`config.mk`:
```
export PLATFORM = sky130hd
export DESIGN_NAME = ldc_top
export DESIGN_NICKNAME = d
export VERILOG_FILES = /design/src/hdl/ldc_cfg_latch.v /design/src/hdl/ldc_sync.v /design/src/hdl/ldc_top.v
export VERILOG_INCLUDE_DIRS = /design/src /design/src/inc
export SDC_FILE = /design/constraint.sdc
export NUM_CORES = 1
export LEC_CHECK = 0
export BUFFER_PORTS_ARGS = -buffer_cell sky130_fd_sc_hd__buf_2
export CORE_ASPECT_RATIO = 1.25
export CORE_MARGIN = 1
export CORE_UTILIZATION = 40
export DETAILED_ROUTE_END_ITERATION = 10
export GPL_ROUTABILITY_DRIVEN = 1
export PLACE_DENSITY = 0.59
export SYNTH_ARGS = -nofsm -noshare
export SYNTH_HDL_FRONTEND = slang
export SYNTH_SLANG_ARGS = --single-unit
```
`constraint.sdc`:
```
create_clock -name SYS_CLK -period 2.5 [get_ports SYS_CLK]
set_clock_uncertainty 0.05 [all_clocks]
set_input_delay 0.5 -clock SYS_CLK [delete_from_list [all_inputs] [get_ports SYS_CLK]]
set_output_delay 0.5 -clock SYS_CLK [all_outputs]
set_load 0.1 [all_outputs]
```
`src/inc/ldc_regs.vh`:
```
// constants of the lamp dimmer smbus configuration block
`ifndef LDC_REGS_VH
`define LDC_REGS_VH

// ****************************************
// bus address and byte layout
// ****************************************
`define LDC_SLAVE_ADDR 7'h2d
`define LDC_RW_READ 1'b1
`define LDC_ACK_BIT 4'h8
`define LDC_TARGET_BIT 7
`define LDC_PWR_BIT 6
`define LDC_STBY_BIT 5
`define LDC_DIM_MSB 4
`define LDC_DIM_ZERO 5'h00

// ****************************************
// reset values
// ****************************************
`define LDC_L0_RST 7'h10
`define LDC_L1_RST 7'h70
`define LDC_OTP_RST 1'b1

// ****************************************
// status byte
// ****************************************
`define LDC_STAT_OTP_BIT 7
`define LDC_STAT_ONES 2'h3

`endif
```
`src/hdl/ldc_cfg_latch.v`:
```
// one 7-bit configuration latch with its own power-up value
`timescale 1ns/100ps
`default_nettype none

module ldc_cfg_latch #(
    parameter [6:0] RST_VAL = 7'h00
) (
    input wire clk,
    input wire rst,
    input wire load,
    input wire [6:0] din,
    output reg [6:0] q
);

always @(posedge clk or posedge rst) begin
    if (rst) begin
        q <= RST_VAL;
    end else if (load) begin
        q <= din;
    end
end

endmodule

`default_nettype wire

```
`src/hdl/ldc_sync.v`:
```
// three-stage synchroniser with agreement filter and edge pulses
`timescale 1ns/100ps
`default_nettype none

module ldc_sync #(
    parameter RST_VAL = 1'b0
) (
    input wire clk,
    input wire rst,
    input wire din,
    output reg level,
    output wire rise,
    output wire fall
);

// ****************************************
// stages
// ****************************************
reg ff1;
reg ff2;
reg ff3;

// a change is taken only once stages two and three agree
wire agree = (ff2 == ff3);

assign rise = agree & ff3 & ~level;
assign fall = agree & ~ff3 & level;

always @(posedge clk or posedge rst) begin
    if (rst) begin
        ff1 <= RST_VAL;
        ff2 <= RST_VAL;
        ff3 <= RST_VAL;
        level <= RST_VAL;
    end else begin
        ff1 <= din;
        ff2 <= ff1;
        ff3 <= ff2;
        if (agree) begin
            level <= ff3;
        end
    end
end

endmodule

`default_nettype wire

```
`src/hdl/ldc_top.v`:
```
// smbus configuration interpreter of the lamp dimmer
//
// Operation
// - two separate 7-bit configuration latches, only one governs the lamp
// - respond only to slave address 0101101
// - select pin picks the governing latch, low picks latch zero
// - byte bit 7 zero loads bits 6..0 into latch zero only
// - latch bit 6 zero means full shutdown, one means normal operation
// - shutdown bit overrides the standby bit
// - standby bit zero forces switch off and clamps soft start
// - standby bit one runs the lamp supply normally
// - latch bits 4..0 form the 5-bit brightness code
// - latch zero powers up as shutdown, standby, code 10000
// - byte bit 7 one loads bits 6..0 into latch one
// - host reads the status byte with a read transaction
// - status: open-tube flag bit 7, ones bits 6..5, code 4..0
// - serial interface and latches keep working during shutdown
`timescale 1ns/100ps
`default_nettype none
`include "ldc_regs.vh"

module ldc_top (
    input wire SYS_CLK,
    input wire RST,
    input wire SCL_IN,
    input wire SDA_IN,
    output reg SDA_OUT,
    output reg SDA_OE,
    input wire LATCH_SELECT_PIN,
    input wire OPEN_TUBE_TRIP,
    output reg POWER_DOWN_N,
    output reg LAMP_STANDBY_N,
    output reg [4:0] ACTIVE_DIM_CODE,
    output reg SOFT_START_CLAMP,
    output reg SWITCH_ENABLE
);

// ****************************************
// states
// ****************************************
localparam [7:0] ST_IDLE = 8'h01;
localparam [7:0] ST_ADDR = 8'h02;
localparam [7:0] ST_AACK = 8'h04;
localparam [7:0] ST_WDAT = 8'h08;
localparam [7:0] ST_WACK = 8'h10;
localparam [7:0] ST_RDAT = 8'h20;
localparam [7:0] ST_RACK = 8'h40;
localparam [7:0] ST_SKIP = 8'h80;

// ****************************************
// pin synchronisers
// ****************************************
wire scl;
wire scl_rise;
wire scl_fall;
wire sda;
wire sda_rise;
wire sda_fall;
wire sel;
wire trip;

ldc_sync #(.RST_VAL(1'b1)) u_scl (
    .clk(SYS_CLK),
    .rst(RST),
    .din(SCL_IN),
    .level(scl),
    .rise(scl_rise),
    .fall(scl_fall)
);

ldc_sync #(.RST_VAL(1'b1)) u_sda (
    .clk(SYS_CLK),
    .rst(RST),
    .din(SDA_IN),
    .level(sda),
    .rise(sda_rise),
    .fall(sda_fall)
);

ldc_sync #(.RST_VAL(1'b0)) u_sel (
    .clk(SYS_CLK),
    .rst(RST),
    .din(LATCH_SELECT_PIN),
    .level(sel),
    .rise(),
    .fall()
);

ldc_sync #(.RST_VAL(1'b0)) u_trip (
    .clk(SYS_CLK),
    .rst(RST),
    .din(OPEN_TUBE_TRIP),
    .level(trip),
    .rise(),
    .fall()
);

// ****************************************
// bus conditions
// ****************************************
// sda edges with scl steady high are start and stop, never data
wire start_cond = sda_fall & scl & ~scl_fall;
wire stop_cond = sda_rise & scl & ~scl_fall;

// ****************************************
// configuration latches
// ****************************************
reg [1:0] wr_load;
reg [6:0] wr_data;
wire [6:0] latch_q [0:1];

genvar g;
generate
    for (g = 0; g < 2; g = g + 1) begin : g_latch
        localparam [6:0] RV = (g == 0) ? `LDC_L0_RST : `LDC_L1_RST;
        ldc_cfg_latch #(.RST_VAL(RV)) u_latch (
            .clk(SYS_CLK),
            .rst(RST),
            .load(wr_load[g]),
            .din(wr_data),
            .q(latch_q[g])
        );
    end
endgenerate

// the pin picks the governing latch on every cycle
wire [6:0] active = sel ? latch_q[1] : latch_q[0];
wire lamp_on = active[`LDC_PWR_BIT] & active[`LDC_STBY_BIT];
wire [4:0] code = active[`LDC_DIM_MSB:0];

// ****************************************
// open-tube flag
// ****************************************
reg otp_ok;

// trip wins over the re-arm that shutdown or standby gives
always @(posedge SYS_CLK or posedge RST) begin
    if (RST) begin
        otp_ok <= `LDC_OTP_RST;
    end else if (trip) begin
        otp_ok <= 1'b0;
    end else if (!lamp_on) begin
        otp_ok <= 1'b1;
    end
end

wire [7:0] status = {otp_ok, `LDC_STAT_ONES, code};

// ****************************************
// smbus byte engine
// ****************************************
reg [7:0] state;
reg [3:0] bitcnt;
reg [7:0] shreg;
reg [7:0] txbyte;
reg rw;

function [2:0] bit_index;
    input [3:0] cnt;
    begin
        bit_index = 3'h7 - cnt[2:0];
    end
endfunction

wire byte_done = (bitcnt == `LDC_ACK_BIT);

// runs on its own regardless of shutdown, so the host can wake the lamp
always @(posedge SYS_CLK or posedge RST) begin
    if (RST) begin
        state <= ST_IDLE;
        bitcnt <= 4'h0;
        shreg <= 8'h00;
        txbyte <= 8'h00;
        rw <= 1'b0;
        SDA_OE <= 1'b0;
        SDA_OUT <= 1'b0;
        wr_load <= 2'h0;
        wr_data <= 7'h00;
    end else begin
        SDA_OUT <= 1'b0;
        wr_load <= 2'h0;
        if (start_cond) begin
            // repeated start is handled like a fresh one
            state <= ST_ADDR;
            bitcnt <= 4'h0;
            SDA_OE <= 1'b0;
        end else if (stop_cond) begin
            state <= ST_IDLE;
            SDA_OE <= 1'b0;
        end else begin
            case (state)
                ST_IDLE: begin
                    SDA_OE <= 1'b0;
                end
                ST_ADDR: begin
                    if (scl_rise) begin
                        shreg <= {shreg[6:0], sda};
                        bitcnt <= bitcnt + 4'h1;
                    end else if (scl_fall && byte_done) begin
                        bitcnt <= 4'h0;
                        rw <= shreg[0];
                        if (shreg[7:1] == `LDC_SLAVE_ADDR) begin
                            state <= ST_AACK;
                            SDA_OE <= 1'b1;
                        end else begin
                            state <= ST_SKIP;
                        end
                    end
                end
                ST_AACK: begin
                    if (scl_fall) begin
                        if (rw == `LDC_RW_READ) begin
                            // snapshot so the byte cannot tear mid-read
                            txbyte <= status;
                            SDA_OE <= ~status[7];
                            state <= ST_RDAT;
                        end else begin
                            SDA_OE <= 1'b0;
                            state <= ST_WDAT;
                        end
                    end
                end
                ST_WDAT: begin
                    if (scl_rise) begin
                        shreg <= {shreg[6:0], sda};
                        bitcnt <= bitcnt + 4'h1;
                    end else if (scl_fall && byte_done) begin
                        bitcnt <= 4'h0;
                        wr_data <= shreg[6:0];
                        if (shreg[`LDC_TARGET_BIT]) begin
                            wr_load <= 2'h2;
                        end else begin
                            wr_load <= 2'h1;
                        end
                        SDA_OE <= 1'b1;
                        state <= ST_WACK;
                    end
                end
                ST_WACK: begin
                    // one byte per write; further bytes are not acked
                    if (scl_fall) begin
                        SDA_OE <= 1'b0;
                        state <= ST_SKIP;
                    end
                end
                ST_RDAT: begin
                    if (scl_rise) begin
                        bitcnt <= bitcnt + 4'h1;
                    end else if (scl_fall) begin
                        if (byte_done) begin
                            bitcnt <= 4'h0;
                            SDA_OE <= 1'b0;
                            state <= ST_RACK;
                        end else begin
                            SDA_OE <= ~txbyte[bit_index(bitcnt)];
                        end
                    end
                end
                ST_RACK: begin
                    if (scl_fall) begin
                        state <= ST_SKIP;
                    end
                end
                ST_SKIP: begin
                    SDA_OE <= 1'b0;
                end
                default: begin
                    state <= ST_IDLE;
                    SDA_OE <= 1'b0;
                end
            endcase
        end
    end
end

// ****************************************
// lamp control outputs
// ****************************************
// registered for clean pins; costs one cycle after the select settles
always @(posedge SYS_CLK or posedge RST) begin
    if (RST) begin
        POWER_DOWN_N <= 1'b0;
        LAMP_STANDBY_N <= 1'b0;
        ACTIVE_DIM_CODE <= 5'h10;
        SOFT_START_CLAMP <= 1'b1;
        SWITCH_ENABLE <= 1'b0;
    end else begin
        POWER_DOWN_N <= active[`LDC_PWR_BIT];
        LAMP_STANDBY_N <= active[`LDC_STBY_BIT];
        ACTIVE_DIM_CODE <= code;
        SOFT_START_CLAMP <= ~lamp_on | (code == `LDC_DIM_ZERO);
        SWITCH_ENABLE <= lamp_on & ~trip;
    end
end

endmodule

`default_nettype wire

```
Yosys cells after proc, flatten, opt, wreduce, memory -nomap -nowiden
Index checks and enable logic that the tools add are counted.

Bits in registers: 79. Output and inout bits: 11. Logic and storage cells: 154.

Add/sub/neg operators: 2. $lt $le $gt $ge: 1. Equality and inequality tests: 32. Muxes and demuxes: 47. Bitwise operators: 27. Reduce and logical (&&, ||, !) cells: 13.

Operators by type and width (number): 2-to-1 mux 8 bit (12); != test 4 bit, second input constant (12); one-hot mux 8 bit (6 select lines) (1); 2-to-1 mux 4 bit (7); AND reduction 10 bit (2); AND reduction 5 bit (4); 2-to-1 mux 1 bit (16); AND 1 bit (14); 2-to-1 mux 2 bit (6); inverter 1 bit (12); equality test 8 x 1 -> 1 bit, second input constant (1); equality test 8 x 2 -> 1 bit, second input constant (1); equality test 8 x 3 -> 1 bit, second input constant (1); equality test 8 x 4 -> 1 bit, second input constant (1); equality test 8 x 5 -> 1 bit, second input constant (1); equality test 8 x 6 -> 1 bit, second input constant (1); equality test 8 x 7 -> 1 bit, second input constant (1); equality test 8 bit, second input constant (1); != test 4 x 1 -> 1 bit, second input constant (2); one-hot mux 4 bit (2 select lines) (1); equality test 7 x 6 -> 1 bit, second input constant (1); 2-to-1 mux 7 bit (1); 2-to-1 mux 6 bit (1); one-hot mux 1 bit (6 select lines) (1); 16 further kinds (21).

Depth between registers and ports, before layout
Word-level depth: 10. Mapped depth: 9.

Hierarchy
A second synthesis with hierarchy kept.

Cells, all modules: 282. Area total of the unflattened synthesis: 3577.2 um2.

By module, submodules not included: ldc_top (instances 1, cells each 202, area each 2316.0 um2, sequential area each 1206.2 um2); ldc_sync (u_scl ...) (instances 2, cells each 12, area each 168.9 um2, sequential area each 105.1 um2); ldc_sync (u_sel ...) (instances 2, cells each 12, area each 163.9 um2, sequential area each 100.1 um2); ldc_cfg_latch (g_latch[1].u_latch) (instances 1, cells each 16, area each 299.0 um2, sequential area each 178.9 um2); ldc_cfg_latch (g_latch[0].u_latch) (instances 1, cells each 16, area each 296.5 um2, sequential area each 176.4 um2).

Worst setup path after synthesis
No wires, ideal clock.

Path type: register -> register. Start: reg u_scl.ff3. End: reg state[2]. Setup time: 0.125 ns. Arrival: 2.519 ns. Data required time: 2.325 ns. Path slack: -0.194 ns. Cell stages (with the launch flop): 9. Path buffers: 0. Clock period less this slack: 2.694 ns. Path through: dfstp_2 > inv_1 > ha_1 > nand4bb_1 > nor2b_1 > a22o_1 > a222oi_1 > o21a_2 > mux2_4.

Word-level cells in the longest chain between the ends: 7.

RTL lines: start: declaration (RTL line ldc_sync.v:21) `reg ff3;`; start signal: assignment (RTL line ldc_sync.v:33) `ff3 <= RST_VAL;`; start signal: assignment (RTL line ldc_sync.v:38) `ff3 <= ff2;`; equality test 1 bit / inverter 1 bit (equally long branches) (RTL line ldc_sync.v:24, ldc_sync.v:27); AND 1 bit (2 in a row) (RTL line ldc_sync.v:27) `assign fall = agree & ~ff3 & level;`; inverter 1 bit (RTL line ldc_top.v:102, ldc_top.v:103); AND 1 bit, on equally long branches (RTL line ldc_top.v:102, ldc_top.v:103); != test 4 bit (no source line) (tied with other cells); AND reduction 10 bit (no source line) / 2-to-1 mux 8 bit (equally long branches); end signal: assignment (RTL line ldc_top.v:170) `state <= ST_IDLE;`; end signal: assignment (RTL line ldc_top.v:184) `state <= ST_ADDR;`; end signal: assignment (RTL line ldc_top.v:188) `state <= ST_IDLE;`; end: declaration (RTL line ldc_top.v:152) `reg [7:0] state;`.

Several ways; a longest one is shown, not always the timed one. A chain may end at the register's enable or synchronous reset.

Worst setup path in the final report
Start: reg u_scl.ff2. End: reg state[2].

Word-level cells in the longest chain between the ends: 7.

RTL lines: start: declaration (RTL line ldc_sync.v:20) `reg ff2;`; start signal: assignment (RTL line ldc_sync.v:32) `ff2 <= RST_VAL;`; start signal: assignment (RTL line ldc_sync.v:37) `ff2 <= ff1;`; equality test 1 bit * (RTL line ldc_sync.v:24) `wire agree = (ff2 == ff3);`; AND 1 bit (2 in a row) (RTL line ldc_sync.v:27); inverter 1 bit (RTL line ldc_top.v:102, ldc_top.v:103); AND 1 bit, on equally long branches (RTL line ldc_top.v:102, ldc_top.v:103); != test 4 bit (no source line) (tied with other cells); AND reduction 10 bit (no source line) / 2-to-1 mux 8 bit (equally long branches).

Mark *: on every way between the ends. The rest lies on a longest branch, timed or not.

==> summary.md <==
| Metric | Value |
|---|---|
| Result of the run | `finished clean` |
| Critical-path maximum fanout | `5` |
| CTS max path bufs | `2` |
| Fin crit share | `98.56%` |
| CTS sink count | `between 70 and 80` |
| Post-synthesis sequential area ratio | `a little under three fifths` |
| Share of layout cells above drive strength 1 | `a little under two fifths` |
| Largest delay share family, worst path | `compound AO/OA/AOI/OAI gates` |
| Synthesized area | `roughly 0.0035 mm²` |
| Final ANT Viol Nets | `0` |
| CTS buffer count | `9` |
| Cells after Synth | `~290` |
| Global-route wire length before repair | `~12000 µm` |
| Gr ovfl total | `0` |
| Setup Crit Path Kind | `reg -> reg` |
| Final non-filler cell total | `between 400 and 500` |
| Fraction of registers with async set or reset after synthesis | `100.0%` |
| Minimum clock period | `between 2 and 2.5 ns` |
| CP startpoint | `u_scl.ff2` |
| Worst R2R Start | `u_scl.ff2` |
| Post-synth cell types | `57` |
| Post-Syn Nets | `around 300` |
| Post-synth EDFFs | `0` |
| Seq cells post-synth | `78` |
| Die H | `roughly 110 µm` |
| Core area | `approximately 0.0084 mm²` |
| Worst slew margin | `~66%` |
| Dpl ws | `approximately 0.016 ns` |
| IO Count | `17` |
| Final net count | `330` |
| Slew Limit Fails | `0` |
| Final Total Pwr | `between 2 and 2.5 mW` |
| Worst setup SP type | `flop` |
| Yosys warning count | `0` |
| Largest net degree at the start of global routing | `79` |
| Vias post-DR | `between 2000 and 2500` |
| Worst min path class | `in -> async` |
| Worst EP arrival | `2.64 ns` |
| Crit end category | `flop` |
| Leak | `1.950 nW` |
| Worst-path clk slew | `0.07 ns` |
| Worst path max stage delay | `between 0.5 and 0.6 ns` |
| First-pass DRT Iterations | `4` |
| Placed Instances | `approximately 420` |
| Die Wd | `around 86 µm` |
| Floorplan row count | `37` |
| Root buf cell | `clkbuf_8` |
| CP max-delay cell | `dfstp_2` |
| RSZ-0062 raised after global routing | `yes` |
| Worst skew pair latency | `0.34 ns` |
| Number of port buffers | `15` |
| N_diodes | `0` |
| Vias/cell | `a little over 5` |
| Max-cap viol count | `0` |
| Fin. Hold Viols | `0` |
| Initial DRC Count | `approximately 150` |
| Vias in the first global route | `between 2000 and 2500` |
| Initial Util | `a little over two fifths` |
| Die area | `0.009139 mm²` |
| Detailed-route DRC error count | `0` |
| Pwr per Cell Area | `about 590 mW/mm²` |
| CP required | `2.68 ns` |
| H-tree levels | `3` |
| Post-synthesis area per instance | `12.29 µm²` |
| Final hold slack | `between 0.2 and 0.25 ns` |
| Placer Congestion | `slightly above 0.9` |
| Commonest non-fill, non-tap cell in the layout | `dfrtp_1` |
| CTS tree | `done` |
| Initial antenna violation count | `0` |
| Final WL | `between 6000 and 7000 µm` |
| HPWL after detailed placement | `between 4000 and 5000 µm` |
| Routed wire per std cell | `15.44 µm` |
| Post-route setup slack | `0.03592 ns` |
| Buf+Inv Stages, Crit Path | `2` |
| Most frequent cells in the layout | `62 x dfrtp_1, 38 x mux2_2, 21 x nand2_1` |
| Cells along the critical path | `inv_2 -> ha_4 -> nand4bb_4 -> nor2b_4 -> a22o_1 -> a222oi_1 -> buf_4 -> o21a_4 -> mux2_4` |
| Peak supply drop | `slightly below 0.4 mV` |
| Fmax achieved | `between 400 and 500 MHz` |
| Setup Viol. Count Final | `0` |
| Ys flop type | `dfrtp_1` |
| P&R area growth vs syn | `16.64%` |
| Global Route Usage Sum | `about 17%` |
| Worst-margin pin slew | `about 0.5 ns` |
==> worst paths after layout <==
kind	slack, ns	end	depth (start not counted)
worst max-delay path	0.04	state[2]	9
worst min-delay path	0.21	state[2]	3
worst max register to register	0.04	state[2]	9
worst min register to register	0.31	u_scl.ff2	0
max in group asynchronous	1.83	SOFT_START_CLAMP	3
min in group SYS_CLK	0.21	u_sda.ff1	1
==> flip-flops by register name, indices dropped and copies added, names as in the netlist, 2 cells and up <==
signal and count:
ACTIVE_DIM_CODE 5, g_latch.u_latch.q 14, shreg 8, wr_data 7, state 8, bitcnt 4, txbyte 7, wr_load 2
==> cell usage after synthesis, types with 4 or more instances <==
library cell,number,area [µm²]
nor2_1,12,45.04
clkbuf_1,6,22.52
a21oi_1,7,35.03
mux2_2,38,427.9
dfstp_2,16,420.4
inv_1,15,56.30
nor4_1,5,31.28
nand4_1,4,25.02
mux2i_1,5,50.05
o21ai_0,19,95.09
nand2_1,21,78.83
ha_1,6,75.07
dfrtp_1,62,1551
==> tightest hold or removal path, delay by kind of cell <==
| family | cells | cell delay [ns] |
|---|---|---|
| buffers and inverters | 3 | 0.51 |
==> cell type report <==
cell class	count	area (µm²)
Clock buffer	12	145.1
Timing Repair Buffer	34	242.7
Inverter	15	60.06
Fill cell	769	4293
Sequential cell	78	1972
Clock inverter	4	55.05
Multi-Input combinational cell	180	1465
Tap cell	117	146.4
==> metal layers <==
layer  vias up  part of all wire, %  GRT usage (%)
met3        12                  2.6          4.157
met2        36                   50          26.69
li1       1075                    -              -
met1      1160                   45          21.51
met5         -                    0              0
met4         0                  2.6          7.738
==> through the flow <==
step                      TNS [ns]  cell area, µm²  utilization, %
after global routing      -0.02050            4086           48.77
final                            0            4086           48.77
after floorplan           -0.07942            3548               -
after global placement           0            3874           46.23
after detailed placement         0            3874           46.23
after CTS                        0            4074           48.62
==> timing repair <==
action	CTS	global route
gates resized for setup	0	2
hold buffers	0	0
endpoints found under the setup margin	0	3
buffers inserted	0	0
==> where the power goes <==
part           internal [mW]  total, mW  leakage, nW  switching, mW
combinational         0.0608      0.149        0.838         0.0880
sequential              1.29       1.32         1.02         0.0282
clock                  0.495      0.937       0.0972          0.442
==> logic make-up (layout without fill, tap and decap cells) <==
family | after synthesis | after routing | synth area share (%)
simple gates | 75 | 75 | 12.61
flops | 78 | 78 | 56.29
compound gates | 45 | 45 | 8.286
other cells | 1 | 1 | 0.1070
xor+xnor | 4 | 4 | 1.000
buf+inv | 27 | 65 | 3.428
mux | 47 | 47 | 15.57
fa+ha+maj | 8 | 8 | 2.714
Power figures use the tool's default switching activity.
